### src/uhp_defs.svh
// offsets, field positions and report constants of the hid packetizer
// assumes a 32-bit classic wishbone slave with byte addresses
`ifndef UHP_DEFS_SVH
`define UHP_DEFS_SVH

// ************************************
// register offsets
// ************************************
`define UHP_OFF_CTRL       8'h00
`define UHP_OFF_STATUS     8'h04
`define UHP_OFF_INT_STAT   8'h08
`define UHP_OFF_INT_MASK   8'h0c
`define UHP_OFF_ID_OVR     8'h10
`define UHP_OFF_STR_PTR    8'h14
`define UHP_OFF_RX_REL     8'h18
`define UHP_OFF_TX_CTRL    8'h1c
`define UHP_OFF_RX_DATA    8'h40
`define UHP_OFF_TX_DATA    8'h60

// ************************************
// field positions
// ************************************
`define UHP_CTRL_USB_EN    0
`define UHP_CTRL_ID_CUST   1
`define UHP_CTRL_DPHASE    2
`define UHP_CTRL_STR_CUST  3
`define UHP_INT_RX_CMD     0
`define UHP_INT_RX_DATA    1
`define UHP_INT_ABORT      2
`define UHP_INT_BAD        3
`define UHP_INT_IGNORED    4
`define UHP_INT_TX_DONE    5
`define UHP_INT_W          6
`define UHP_TX_KIND        8
`define UHP_TX_GO          31

// ************************************
// report layout and endpoints
// ************************************
`define UHP_ID_CMD_OUT     8'h01
`define UHP_ID_DATA_OUT    8'h02
`define UHP_ID_CMD_IN      8'h03
`define UHP_ID_DATA_IN     8'h04
`define UHP_HDR_BYTES      6'd3
`define UHP_MAX_PKT        32
`define UHP_MAX_RPT        35
`define UHP_RPT_COUNT      8'h22
`define UHP_RPT_SIZE       8'h08
`define UHP_LOG_MAX        8'hff
`define UHP_EP_CTRL        4'h0
`define UHP_EP_IN          4'h1
`define UHP_EP_OUT         4'h2
`define UHP_LANG_ID        16'h0409
`define UHP_DESC_ITEM_LEN  7'd17
`define UHP_DESC_LEN       7'd68

`endif

### src/uhp_pkg.sv
// types shared by the hid packetizer modules
// assumes uhp_defs.svh for all numeric constants
package uhp_pkg;
  typedef logic [7:0] uhp_byte_t;
  typedef enum logic [0:0] {UHP_TX_IDLE, UHP_TX_SEND} uhp_tx_state_e;
endpackage

### src/uhp_report_rx.sv
// inbound report parser: id, little-endian length, packet bytes into a buffer
// assumes bytes arrive from the usb engine on the same clock, one per valid
`include "uhp_defs.svh"
module uhp_report_rx import uhp_pkg::*; #(
  parameter int MAX_PKT = `UHP_MAX_PKT,
  parameter int MAX_RPT = `UHP_MAX_RPT
) (
  input  wire logic        clk,
  input  wire logic        rst_n,
  input  wire logic        byte_valid,
  input  wire uhp_byte_t   byte_data,
  input  wire logic        byte_last,
  input  wire logic        accept_en,
  output logic             done,
  output uhp_byte_t        done_id,
  output logic [15:0]      done_len,
  output logic             done_bad,
  input  wire logic [2:0]  rd_idx,
  output logic [31:0]      rd_word
);
  // ************************************
  // byte counting
  // ************************************
  uhp_byte_t   mem [MAX_PKT];
  logic [5:0]  cnt;
  logic        drop;
  logic        over;
  logic [15:0] len;

  wire         first      = byte_valid && (cnt == 6'd0);
  wire         is_payload = byte_valid && (cnt >= `UHP_HDR_BYTES);
  wire  [5:0]  pidx       = cnt - `UHP_HDR_BYTES;
  wire         in_room    = pidx < 6'(MAX_PKT);
  wire         too_long   = cnt >= 6'(MAX_RPT);
  wire  [15:0] eff_len    = (cnt == 6'd2) ? {byte_data, len[7:0]} : len;
  wire  [15:0] carried    = (cnt >= 6'd2) ? 16'(cnt - 6'd2) : 16'h0000;
  wire         next_bad   = over || too_long || (cnt < 6'd2) ||
                            (eff_len > 16'(MAX_PKT)) || (eff_len > carried);
  wire  [5:0]  next_cnt   = too_long ? cnt : cnt + 6'd1;

  // ************************************
  // packet buffer
  // ************************************
  always_ff @(posedge clk) begin
    if (is_payload && in_room && !drop)
      mem[pidx[4:0]] <= byte_data;
  end

  assign rd_word = {mem[{rd_idx, 2'b11}], mem[{rd_idx, 2'b10}],
                    mem[{rd_idx, 2'b01}], mem[{rd_idx, 2'b00}]};

  // ************************************
  // header capture and report end
  // ************************************
  always_ff @(posedge clk or negedge rst_n) begin
    if (!rst_n) begin
      cnt      <= 6'd0;
      drop     <= 1'b0;
      over     <= 1'b0;
      len      <= 16'h0000;
      done     <= 1'b0;
      done_id  <= 8'h00;
      done_len <= 16'h0000;
      done_bad <= 1'b0;
    end else begin
      done <= 1'b0;
      if (byte_valid) begin
        if (first) begin
          drop    <= !accept_en;
          over    <= 1'b0;
          done_id <= byte_data;
        end
        if (cnt == 6'd1)
          len[7:0] <= byte_data;
        if (cnt == 6'd2)
          len[15:8] <= byte_data;
        if (too_long)
          over <= 1'b1;
        if (byte_last) begin
          cnt      <= 6'd0;
          done     <= !(first ? !accept_en : drop);
          done_len <= eff_len;
          done_bad <= next_bad;
        end else begin
          cnt <= next_cnt;
        end
      end
    end
  end
endmodule

### src/uhp_top.sv
// usb hid report packetizer, device side, with a wishbone register slave
// assumes a usb engine on clk presenting endpoint bytes and in tokens
`include "uhp_defs.svh"
module uhp_top import uhp_pkg::*; #(
  parameter logic [15:0] DEFAULT_VID = 16'h1234, // arbitrary value
  parameter logic [15:0] DEFAULT_PID = 16'h5678, // arbitrary value
  parameter logic [31:0] DEFAULT_STR = 32'h0000_0000,
  parameter int          MAX_PKT     = `UHP_MAX_PKT
) (
  input  wire logic        clk,
  input  wire logic        rst_n,
  input  wire logic        wb_cyc_i,
  input  wire logic        wb_stb_i,
  input  wire logic        wb_we_i,
  input  wire logic [7:0]  wb_adr_i,
  input  wire logic [3:0]  wb_sel_i,
  input  wire logic [31:0] wb_dat_i,
  output logic [31:0]      wb_dat_o,
  output logic             wb_ack_o,
  output logic             irq,
  input  wire logic        out_valid,
  input  wire logic [3:0]  out_ep,
  input  wire uhp_byte_t   out_data,
  input  wire logic        out_last,
  output logic             out_nak,
  input  wire logic        in_token,
  input  wire logic [3:0]  in_ep,
  output logic             in_nak,
  output logic             in_valid,
  output uhp_byte_t        in_data,
  output logic             in_last,
  input  wire logic        in_ready,
  input  wire logic [6:0]  rdesc_index,
  output uhp_byte_t        rdesc_byte,
  input  wire logic [7:0]  str_index,
  output logic [1:0]       str_role,
  output logic             str_valid,
  output logic [15:0]      lang_id,
  output logic [15:0]      vendor_id,
  output logic [15:0]      product_id,
  output logic [31:0]      string_table_pointer,
  output logic             usb_clock_source_select,
  output logic             internal_osc_enable,
  output logic             clock_recovery_enable
);
  // ************************************
  // functions
  // ************************************
  // one descriptor item per report id
  function automatic uhp_byte_t desc_byte(input logic [6:0] idx);
    logic [6:0] item;
    logic [6:0] off;
    item = idx / `UHP_DESC_ITEM_LEN;
    off  = idx % `UHP_DESC_ITEM_LEN;
    desc_byte = 8'h00;
    if (idx < `UHP_DESC_LEN) begin
      case (off)
        7'd0:    desc_byte = 8'h85;
        7'd1:    desc_byte = 8'(item + 7'd1);
        7'd2:    desc_byte = 8'h19;
        7'd3:    desc_byte = 8'h01;
        7'd4:    desc_byte = 8'h29;
        7'd5:    desc_byte = 8'h01;
        7'd6:    desc_byte = 8'h15;
        7'd7:    desc_byte = 8'h00;
        7'd8:    desc_byte = 8'h26;
        7'd9:    desc_byte = `UHP_LOG_MAX;
        7'd10:   desc_byte = 8'h00;
        7'd11:   desc_byte = 8'h75;
        7'd12:   desc_byte = `UHP_RPT_SIZE;
        7'd13:   desc_byte = 8'h95;
        7'd14:   desc_byte = `UHP_RPT_COUNT;
        7'd15:   desc_byte = (item < 7'd2) ? 8'h91 : 8'h81;
        default: desc_byte = 8'h02;
      endcase
    end
  endfunction

  function automatic logic is_reg(input logic [7:0] a, input logic [7:0] off);
    is_reg = (a[7:2] == off[7:2]);
  endfunction

  // ************************************
  // reset synchroniser
  // ************************************
  logic rst_s1;
  logic rst_sn;
  always_ff @(posedge clk or negedge rst_n) begin
    if (!rst_n) begin
      rst_s1 <= 1'b0;
      rst_sn <= 1'b0;
    end else begin
      rst_s1 <= 1'b1;
      rst_sn <= rst_s1;
    end
  end

  // ************************************
  // registers and decode
  // ************************************
  logic [3:0]          ctrl;
  logic [`UHP_INT_W-1:0] int_stat;
  logic [`UHP_INT_W-1:0] int_mask;
  logic [15:0]         vendor_id_override;
  logic [15:0]         product_id_override;
  logic [31:0]         str_ptr;
  logic                rx_full;
  uhp_byte_t           rx_id;
  logic [5:0]          rx_len;
  logic [5:0]          tx_len;
  logic                tx_kind;
  logic                tx_pend;
  uhp_tx_state_e       tx_state;
  logic [5:0]          tidx;
  uhp_byte_t           tx_mem [MAX_PKT];
  logic [31:0]         rx_word;

  wire        wb_req   = wb_cyc_i && wb_stb_i && !wb_ack_o;
  wire        wb_wr    = wb_req && wb_we_i;
  wire        wr_ctrl  = wb_wr && is_reg(wb_adr_i, `UHP_OFF_CTRL);
  wire        wr_istat = wb_wr && is_reg(wb_adr_i, `UHP_OFF_INT_STAT);
  wire        wr_imask = wb_wr && is_reg(wb_adr_i, `UHP_OFF_INT_MASK);
  wire        wr_id    = wb_wr && is_reg(wb_adr_i, `UHP_OFF_ID_OVR);
  wire        wr_str   = wb_wr && is_reg(wb_adr_i, `UHP_OFF_STR_PTR);
  wire        wr_rel   = wb_wr && is_reg(wb_adr_i, `UHP_OFF_RX_REL) && wb_sel_i[0] &&
                         wb_dat_i[0];
  wire        wr_txc   = wb_wr && is_reg(wb_adr_i, `UHP_OFF_TX_CTRL) && wb_sel_i[3] &&
                         wb_dat_i[`UHP_TX_GO];
  wire        in_rxd   = wb_adr_i[7:5] == 3'(`UHP_OFF_RX_DATA >> 5);
  wire        in_txd   = wb_adr_i[7:5] == 3'(`UHP_OFF_TX_DATA >> 5);
  wire        tx_go    = wr_txc && !tx_pend && (wb_dat_i[5:0] <= 6'(MAX_PKT));
  wire [31:0] wmask    = {{8{wb_sel_i[3]}}, {8{wb_sel_i[2]}}, {8{wb_sel_i[1]}},
                          {8{wb_sel_i[0]}}};

  // ************************************
  // inbound reports
  // ************************************
  logic        rx_done;
  uhp_byte_t   rx_done_id;
  logic [15:0] rx_done_len;
  logic        rx_done_bad;

  uhp_report_rx #(.MAX_PKT(MAX_PKT), .MAX_RPT(`UHP_MAX_RPT)) u_rx (
    .clk        (clk),
    .rst_n      (rst_sn),
    .byte_valid (out_valid && (out_ep == `UHP_EP_OUT)),
    .byte_data  (out_data),
    .byte_last  (out_last),
    .accept_en  (!rx_full && ctrl[`UHP_CTRL_USB_EN]),
    .done       (rx_done),
    .done_id    (rx_done_id),
    .done_len   (rx_done_len),
    .done_bad   (rx_done_bad),
    .rd_idx     (wb_adr_i[4:2]),
    .rd_word    (rx_word)
  );

  wire rx_ok    = rx_done && !rx_done_bad;
  wire got_cmd  = rx_ok && (rx_done_id == `UHP_ID_CMD_OUT);
  wire got_dat  = rx_ok && (rx_done_id == `UHP_ID_DATA_OUT) && ctrl[`UHP_CTRL_DPHASE];
  wire got_abt  = got_dat && (rx_done_len == 16'h0000);
  wire deliver  = got_cmd || (got_dat && !got_abt);
  wire ignored  = rx_ok && !got_cmd && !got_dat;
  wire tx_fin   = (tx_state == UHP_TX_SEND) && in_valid && in_ready && in_last;

  wire [`UHP_INT_W-1:0] int_ev = {tx_fin, ignored, rx_done && rx_done_bad, got_abt,
                                  got_dat && !got_abt, got_cmd};
  wire [`UHP_INT_W-1:0] w1c    = wr_istat ? wb_dat_i[`UHP_INT_W-1:0] : '0;
  wire [`UHP_INT_W-1:0] next_int_stat = (int_stat & ~w1c) | int_ev;

  // ************************************
  // control and status registers
  // ************************************
  always_ff @(posedge clk or negedge rst_sn) begin
    if (!rst_sn) begin
      ctrl                <= 4'h0;
      int_stat            <= '0;
      int_mask            <= '0;
      vendor_id_override  <= 16'h0000;
      product_id_override <= 16'h0000;
      str_ptr             <= 32'h0000_0000;
      rx_full             <= 1'b0;
      rx_id               <= 8'h00;
      rx_len              <= 6'd0;
      tx_len              <= 6'd0;
      tx_kind             <= 1'b0;
    end else begin
      int_stat <= next_int_stat;
      if (got_abt)
        ctrl[`UHP_CTRL_DPHASE] <= 1'b0;
      if (wr_ctrl && wb_sel_i[0])
        ctrl <= wb_dat_i[3:0];
      if (wr_imask && wb_sel_i[0])
        int_mask <= wb_dat_i[`UHP_INT_W-1:0];
      if (wr_id)
        {product_id_override, vendor_id_override} <=
          ({product_id_override, vendor_id_override} & ~wmask) | (wb_dat_i & wmask);
      if (wr_str)
        str_ptr <= (str_ptr & ~wmask) | (wb_dat_i & wmask);
      if (wr_rel)
        rx_full <= 1'b0;
      if (deliver) begin
        rx_full <= 1'b1;
        rx_id   <= rx_done_id;
        rx_len  <= rx_done_len[5:0];
      end
      if (tx_go) begin
        tx_len  <= wb_dat_i[5:0];
        tx_kind <= wb_dat_i[`UHP_TX_KIND];
      end
    end
  end

  always_ff @(posedge clk) begin
    for (int i = 0; i < 4; i++) begin
      if (wb_wr && in_txd && wb_sel_i[i] && !tx_pend)
        tx_mem[{wb_adr_i[4:2], 2'(i)}] <= wb_dat_i[i*8 +: 8];
    end
  end

  // ************************************
  // wishbone read and acknowledge
  // ************************************
  wire [31:0] rd_data =
    is_reg(wb_adr_i, `UHP_OFF_CTRL)     ? {28'h0, ctrl} :
    is_reg(wb_adr_i, `UHP_OFF_STATUS)   ? {8'h0, rx_id, 2'b00, rx_len, 6'h0, tx_pend,
                                           rx_full} :
    is_reg(wb_adr_i, `UHP_OFF_INT_STAT) ? {26'h0, int_stat} :
    is_reg(wb_adr_i, `UHP_OFF_INT_MASK) ? {26'h0, int_mask} :
    is_reg(wb_adr_i, `UHP_OFF_ID_OVR)   ? {product_id_override, vendor_id_override} :
    is_reg(wb_adr_i, `UHP_OFF_STR_PTR)  ? str_ptr :
    is_reg(wb_adr_i, `UHP_OFF_TX_CTRL)  ? {23'h0, tx_kind, 2'b00, tx_len} :
    in_rxd                              ? rx_word :
                                          32'h0000_0000;

  always_ff @(posedge clk or negedge rst_sn) begin
    if (!rst_sn) begin
      wb_ack_o <= 1'b0;
      wb_dat_o <= 32'h0000_0000;
      irq      <= 1'b0;
    end else begin
      wb_ack_o <= wb_req;
      wb_dat_o <= wb_req ? rd_data : 32'h0000_0000;
      irq      <= |(next_int_stat & int_mask);
    end
  end

  // ************************************
  // outbound reports on the in endpoint
  // ************************************
  wire       tok_ok   = in_token && (in_ep == `UHP_EP_IN);
  wire       start    = tok_ok && tx_pend && (tx_state == UHP_TX_IDLE);
  wire [5:0] last_idx = tx_len + 6'd2;
  wire [5:0] nidx     = tidx + 6'd1;
  wire [5:0] npos     = nidx - `UHP_HDR_BYTES;
  wire uhp_byte_t next_byte = (nidx == 6'd1) ? {2'b00, tx_len} :
                              (nidx == 6'd2) ? 8'h00 :
                                               tx_mem[npos[4:0]];
  wire uhp_byte_t tx_id     = tx_kind ? `UHP_ID_DATA_IN : `UHP_ID_CMD_IN;

  always_ff @(posedge clk or negedge rst_sn) begin
    if (!rst_sn) begin
      tx_state <= UHP_TX_IDLE;
      tx_pend  <= 1'b0;
      tidx     <= 6'd0;
      in_valid <= 1'b0;
      in_data  <= 8'h00;
      in_last  <= 1'b0;
      in_nak   <= 1'b0;
    end else begin
      in_nak <= tok_ok && !start;
      if (tx_go)
        tx_pend <= 1'b1;
      case (tx_state)
        UHP_TX_IDLE: begin
          if (start) begin
            tx_state <= UHP_TX_SEND;
            tidx     <= 6'd0;
            in_valid <= 1'b1;
            in_data  <= tx_id;
            in_last  <= 1'b0;
          end
        end
        UHP_TX_SEND: begin
          if (in_valid && in_ready) begin
            if (in_last) begin
              tx_state <= UHP_TX_IDLE;
              tx_pend  <= 1'b0;
              in_valid <= 1'b0;
              in_last  <= 1'b0;
            end else begin
              tidx    <= nidx;
              in_data <= next_byte;
              in_last <= (nidx == last_idx);
            end
          end
        end
        default: tx_state <= UHP_TX_IDLE;
      endcase
    end
  end

  // ************************************
  // descriptors, identity and clocking
  // ************************************
  wire       str_ok     = str_index <= 8'h03;
  wire [1:0] next_role  = str_index[1:0];

  always_ff @(posedge clk or negedge rst_sn) begin
    if (!rst_sn) begin
      out_nak                 <= 1'b1;
      rdesc_byte              <= 8'h00;
      str_role                <= 2'b00;
      str_valid               <= 1'b0;
      lang_id                 <= `UHP_LANG_ID;
      vendor_id               <= DEFAULT_VID;
      product_id              <= DEFAULT_PID;
      string_table_pointer    <= DEFAULT_STR;
      usb_clock_source_select <= 1'b0;
      internal_osc_enable     <= 1'b0;
      clock_recovery_enable   <= 1'b0;
    end else begin
      out_nak    <= rx_full || deliver || !ctrl[`UHP_CTRL_USB_EN];
      rdesc_byte <= desc_byte(rdesc_index);
      str_role   <= next_role;
      str_valid  <= str_ok;
      lang_id    <= `UHP_LANG_ID;
      vendor_id  <= ctrl[`UHP_CTRL_ID_CUST] ? vendor_id_override : DEFAULT_VID;
      product_id <= ctrl[`UHP_CTRL_ID_CUST] ? product_id_override : DEFAULT_PID;
      string_table_pointer <= ctrl[`UHP_CTRL_STR_CUST] ? str_ptr : DEFAULT_STR;
      usb_clock_source_select <= ctrl[`UHP_CTRL_USB_EN];
      internal_osc_enable     <= ctrl[`UHP_CTRL_USB_EN];
      clock_recovery_enable   <= ctrl[`UHP_CTRL_USB_EN];
    end
  end
endmodule

### config.mk
export PLATFORM = sky130hd
export DESIGN_NAME = uhp_top
export DESIGN_NICKNAME = d
export VERILOG_FILES = /design/src/uhp_pkg.sv /design/src/uhp_report_rx.sv /design/src/uhp_top.sv
export VERILOG_INCLUDE_DIRS = /design/src /design/src/src
export SDC_FILE = /design/constraint.sdc
export NUM_CORES = 1
export LEC_CHECK = 0
export ABC_AREA = 1
export BUFFER_PORTS_ARGS = -buffer_cell sky130_fd_sc_hd__buf_2
export CORE_UTILIZATION = 32
export CTS_BUF_LIST = sky130_fd_sc_hd__clkbuf_8 sky130_fd_sc_hd__clkbuf_16
export DETAILED_ROUTE_END_ITERATION = 7
export GPL_TIMING_DRIVEN = 0
export PLACE_DENSITY_LB_ADDON = 0.15
export REMOVE_ABC_BUFFERS = 1
export SYNTH_ARGS = -nofsm -noshare
export SYNTH_HDL_FRONTEND = slang
export SYNTH_HIERARCHICAL = 1
export SYNTH_SLANG_ARGS = --single-unit
export TNS_END_PERCENT = 5
### constraint.sdc
create_clock -name clk -period 11.8 [get_ports clk]
set_clock_uncertainty 0.15 [all_clocks]
set_input_delay 0.59 -clock clk [delete_from_list [all_inputs] [get_ports clk]]
set_output_delay 0.59 -clock clk [all_outputs]
set_load 0.01 [all_outputs]
==> run_results.csv <==
group,metric,value,unit
power,vdd_drop_max,0.000168,V
setup_path,worst-path-buf-inv,4,
run,max_cap_viol_count,0,
detailed_routing,drtAntennaViolNets,0,
sta,hold_viol_final,0,
clock_tree,numCtsBuffers,91,
setup_path,critPathLaunchType,"flip-flop",
sta,timing.fmax,215,MHz
finish,final_area,39200,µm²
sta,fin_crit,4.66,ns
clock_tree,clockBufferDepth,3,
setup_path,cp.required,12.24,ns
yosys,synth_warnings,6,
sta,relSlewSlack,16.0,%
detailed_routing,drc_errors,0,
grt,grt_pass1_vias,22500,
setup_path,cpMostUsedCell,"a21oi_1",
placed_design,gp_congestion,0.813,
clock_tree,cts_tree,"yes",
detailed_routing,drtIter0Drc,2042,
finish,layout_common_cells,"nand2_1, edfxtp_1, nor2_1, o21ai_0, dfrtp_1",
placed_design,placedInstanceArea,36200,µm²
detailed_routing,wl,105,mm
power,power.density,200,nW/µm²
setup_path,crit_arrival,5.09,ns
setup_path,crit_path_end_kind,"flip-flop",
grt,globalRouteTotalUtil,19.5,%
floorplanning,core_area,104000,µm²
yosys,synth-edff-count,512,
detailed_routing,firstDrtPassIters,5,
sta,post-route-period-util,39.5,%
yosys,synth_flop_cell,"edfxtp_1",
floorplanning,die_x,326,µm
sta,holdWs,0.0489,ns
grt,antenna_found_initial,4,
power,total_leakage_power,16.0,nW
floorplanning,pin_count,224,
clock_tree,ctsRootBufferMaster,"clkbuf_16",
clock_tree,cts.htree.levels,3,
yosys,synthCells,3090,
floorplanning,rows,118,
sta,rsz0062_at_grt,"false",
floorplanning,die_y,326,µm
finish,area_growth,16.8,%
finish,nets,3389,
setup_path,critPathSlowestCell,"dfrtp_4",
clock_tree,cts.reportedPaths.clkPinSlew,0.06,ns
clock_tree,numClockSinks,796,
sta,slew_viol_final,0,
yosys,syn-cell-area,33600,µm²
setup_path,crit_type,"flip-flop to flip-flop",
finish,final_common_cell,"nand2_1",
detailed_routing,post_drt_wl_per_cell,22.2,µm
floorplanning,initial_core_util,32.4,%
sta,worstMarginPinSlew,1.26,ns
finish,fillers,10300,
outcome,outcome,"completed",
grt,grt_pass1_wl,153,mm
placed_design,dp_hpwl,68.9,mm
sta,setup_viol,0,
grt,grt_max_degree,86,
placed_design,io_buffers,205,
setup_path,crit_fanout,77,
yosys,yosys.cell_types.count,61,
min_path,hp-class,"input pin to flip-flop",
clock_tree,post_cts_buffers,0,
setup_path,cpPeakStageDelay,0.93,ns
setup_path,crit_family,"buffers and inverters",
yosys,ys_seq_area_share,67.0,%
grt,overflow,0,
clock_tree,clock_latency,0.65,ns
detailed_routing,num_vias,23200,
yosys,avgSynthCellArea,10.9,µm²
detailed_routing,vias_per_cell,4.89,
yosys,async_reset_ff_share,35.7,%
finish,layout-drive-gt1-share,14.6,%
yosys,ys_ff_latch,796,
floorplanning,die_area,106000,µm²
setup_path,cp_cell_sequence,"inv_6 -> buf_16 -> ha_1 -> nor2_4 -> buf_12 -> a21oi_1 -> a32o_1 -> mux2_2 -> inv_1 -> a21oi_1 -> o21ai_0 -> nand3_1 -> a21oi_1 -> o21ai_0 -> nand2_1",
finish,final_util,37.8,%
worst paths after layout:
| path | start | to | slack, ns | cells after the start |
|---|---|---|---|---|
| hold / removal | wb_sel_i[0] | flip-flop | 0.05 | 3 |
| setup reg to reg | tidx[0]$_DFFE_PN0P_ | in_data[3]$_DFFE_PN0P_ | 7.14 | 15 |
| max in group asynchronous | rst_sn$_DFF_PN0_ | product_id[4]$_DFF_PN1_ | 10.15 | 2 |
| setup / recovery | tidx[0]$_DFFE_PN0P_ | in_data[3]$_DFFE_PN0P_ | 7.14 | 15 |
| min in group asynchronous | rst_n | rst_sn$_DFF_PN0_ | 0.11 | 2 |
| hold reg to reg | rst_sn$_DFF_PN0_ | str_role[0]$_DFF_PN0_ | 0.18 | 0 |
cell families after synthesis:
family | Yosys count | share of synthesized area (%)
simple gates | 1210 | 14.8
buf+inv | 401 | 4.82
other cells | 2 | 0.0224
fa+ha+maj | 31 | 1.15
mux | 32 | 1.07
flops | 796 | 67.0
compound gates | 601 | 10.7
xor+xnor | 17 | 0.488
layer usage:
layer  part of all wire, %  GRT usage [%]  vias up  wire [µm]
met5                 0.026              0        -         27
met4                   2.3           5.45        4       2450
met3                   4.8           2.86      139       5040
met2                    46           30.9      574      48400
met1                    47           27.8    11500      49200
li1                      -              -    10900          -
cells in the mapped netlist (15+ instances only):
cell type / n / area [µm²]
a21oi_1: 113 / 566
a31oi_1: 45 / 282
a32o_1: 64 / 641
buf_1: 17 / 63.8
buf_2: 31 / 155
buf_4: 18 / 135
clkbuf_1: 87 / 327
dfrtp_1: 270 / 6760
edfxtp_1: 512 / 15400
ha_1: 31 / 388
inv_1: 227 / 852
inv_2: 15 / 56.3
mux2_2: 32 / 360
nand2_1: 682 / 2560
nand3_1: 52 / 260
nand4_1: 15 / 93.8
nor2_1: 389 / 1460
o21ai_0: 287 / 1440
o22ai_1: 40 / 250
or2_2: 15 / 93.8
flip-flops by register name, summed over array words and instances (netlist names), 6 cells and up, named ones only:
signal	cells
vendor_id	16
int_stat	6
in_data	8
u_rx/len	16
int_mask	6
rx_len	6
rx_id	8
u_rx/cnt	6
tx_len	6
u_rx/mem	256
string_table_pointer	32
rdesc_byte	8
product_id	16
tidx	6
wb_dat_o	32
u_rx/done_id	8
tx_mem	256
u_rx/done_len	16
power breakdown:
| group | switching (mW) | internal [mW] | total (mW) | leakage [nW] |
|---|---|---|---|---|
| registers | 0.0893 | 3.04 | 3.13 | 8.38 |
| logic | 1.25 | 0.678 | 1.92 | 6.02 |
| clock network | 1.17 | 1.62 | 2.79 | 1.58 |
| total | 2.51 | 5.33 | 7.84 | 16.0 |
tightest hold or removal path, stage by stage:
cell and delay (ns):
buf_2 0.10, nand3_1 0.07, nand2_1 0.05
per-stage QoR:
step	setup TNS [ns]	power, mW	setup slack, ns	instances
2_1_floorplan	0	4.37	2.20	2951
3_3_place_gp	-323.74	5.14	-5.57	4536
3_5_place_dp	0	5.12	7.13	4556
4_1_cts	0	7.93	7.12	4731
5_1_grt	0	8.19	6.80	4731
6_report	0	7.84	7.14	4734
repair_timing:
item / in CTS / in global routing
hold buffers: 5 / 0
endpoints found under the hold margin: 5 / 0
resized for setup: 0 / 0
layout make-up:
| cell class | count | area (µm²) | share of cell area [%] |
|---|---|---|---|
| multi-input cells | 1908 | 9580 | 24.4 |
| diodes | 3 | 7.51 | 0.0191 |
| clock inverters | 62 | 403 | 1.03 |
| inverters | 247 | 936 | 2.38 |
| flip-flops and latches | 796 | 22500 | 57.4 |
| well taps | 1380 | 1730 | 4.40 |
| repair buffers | 230 | 1530 | 3.90 |
| clock buffers | 108 | 2540 | 6.49 |
Power figures use the tool's default switching activity.
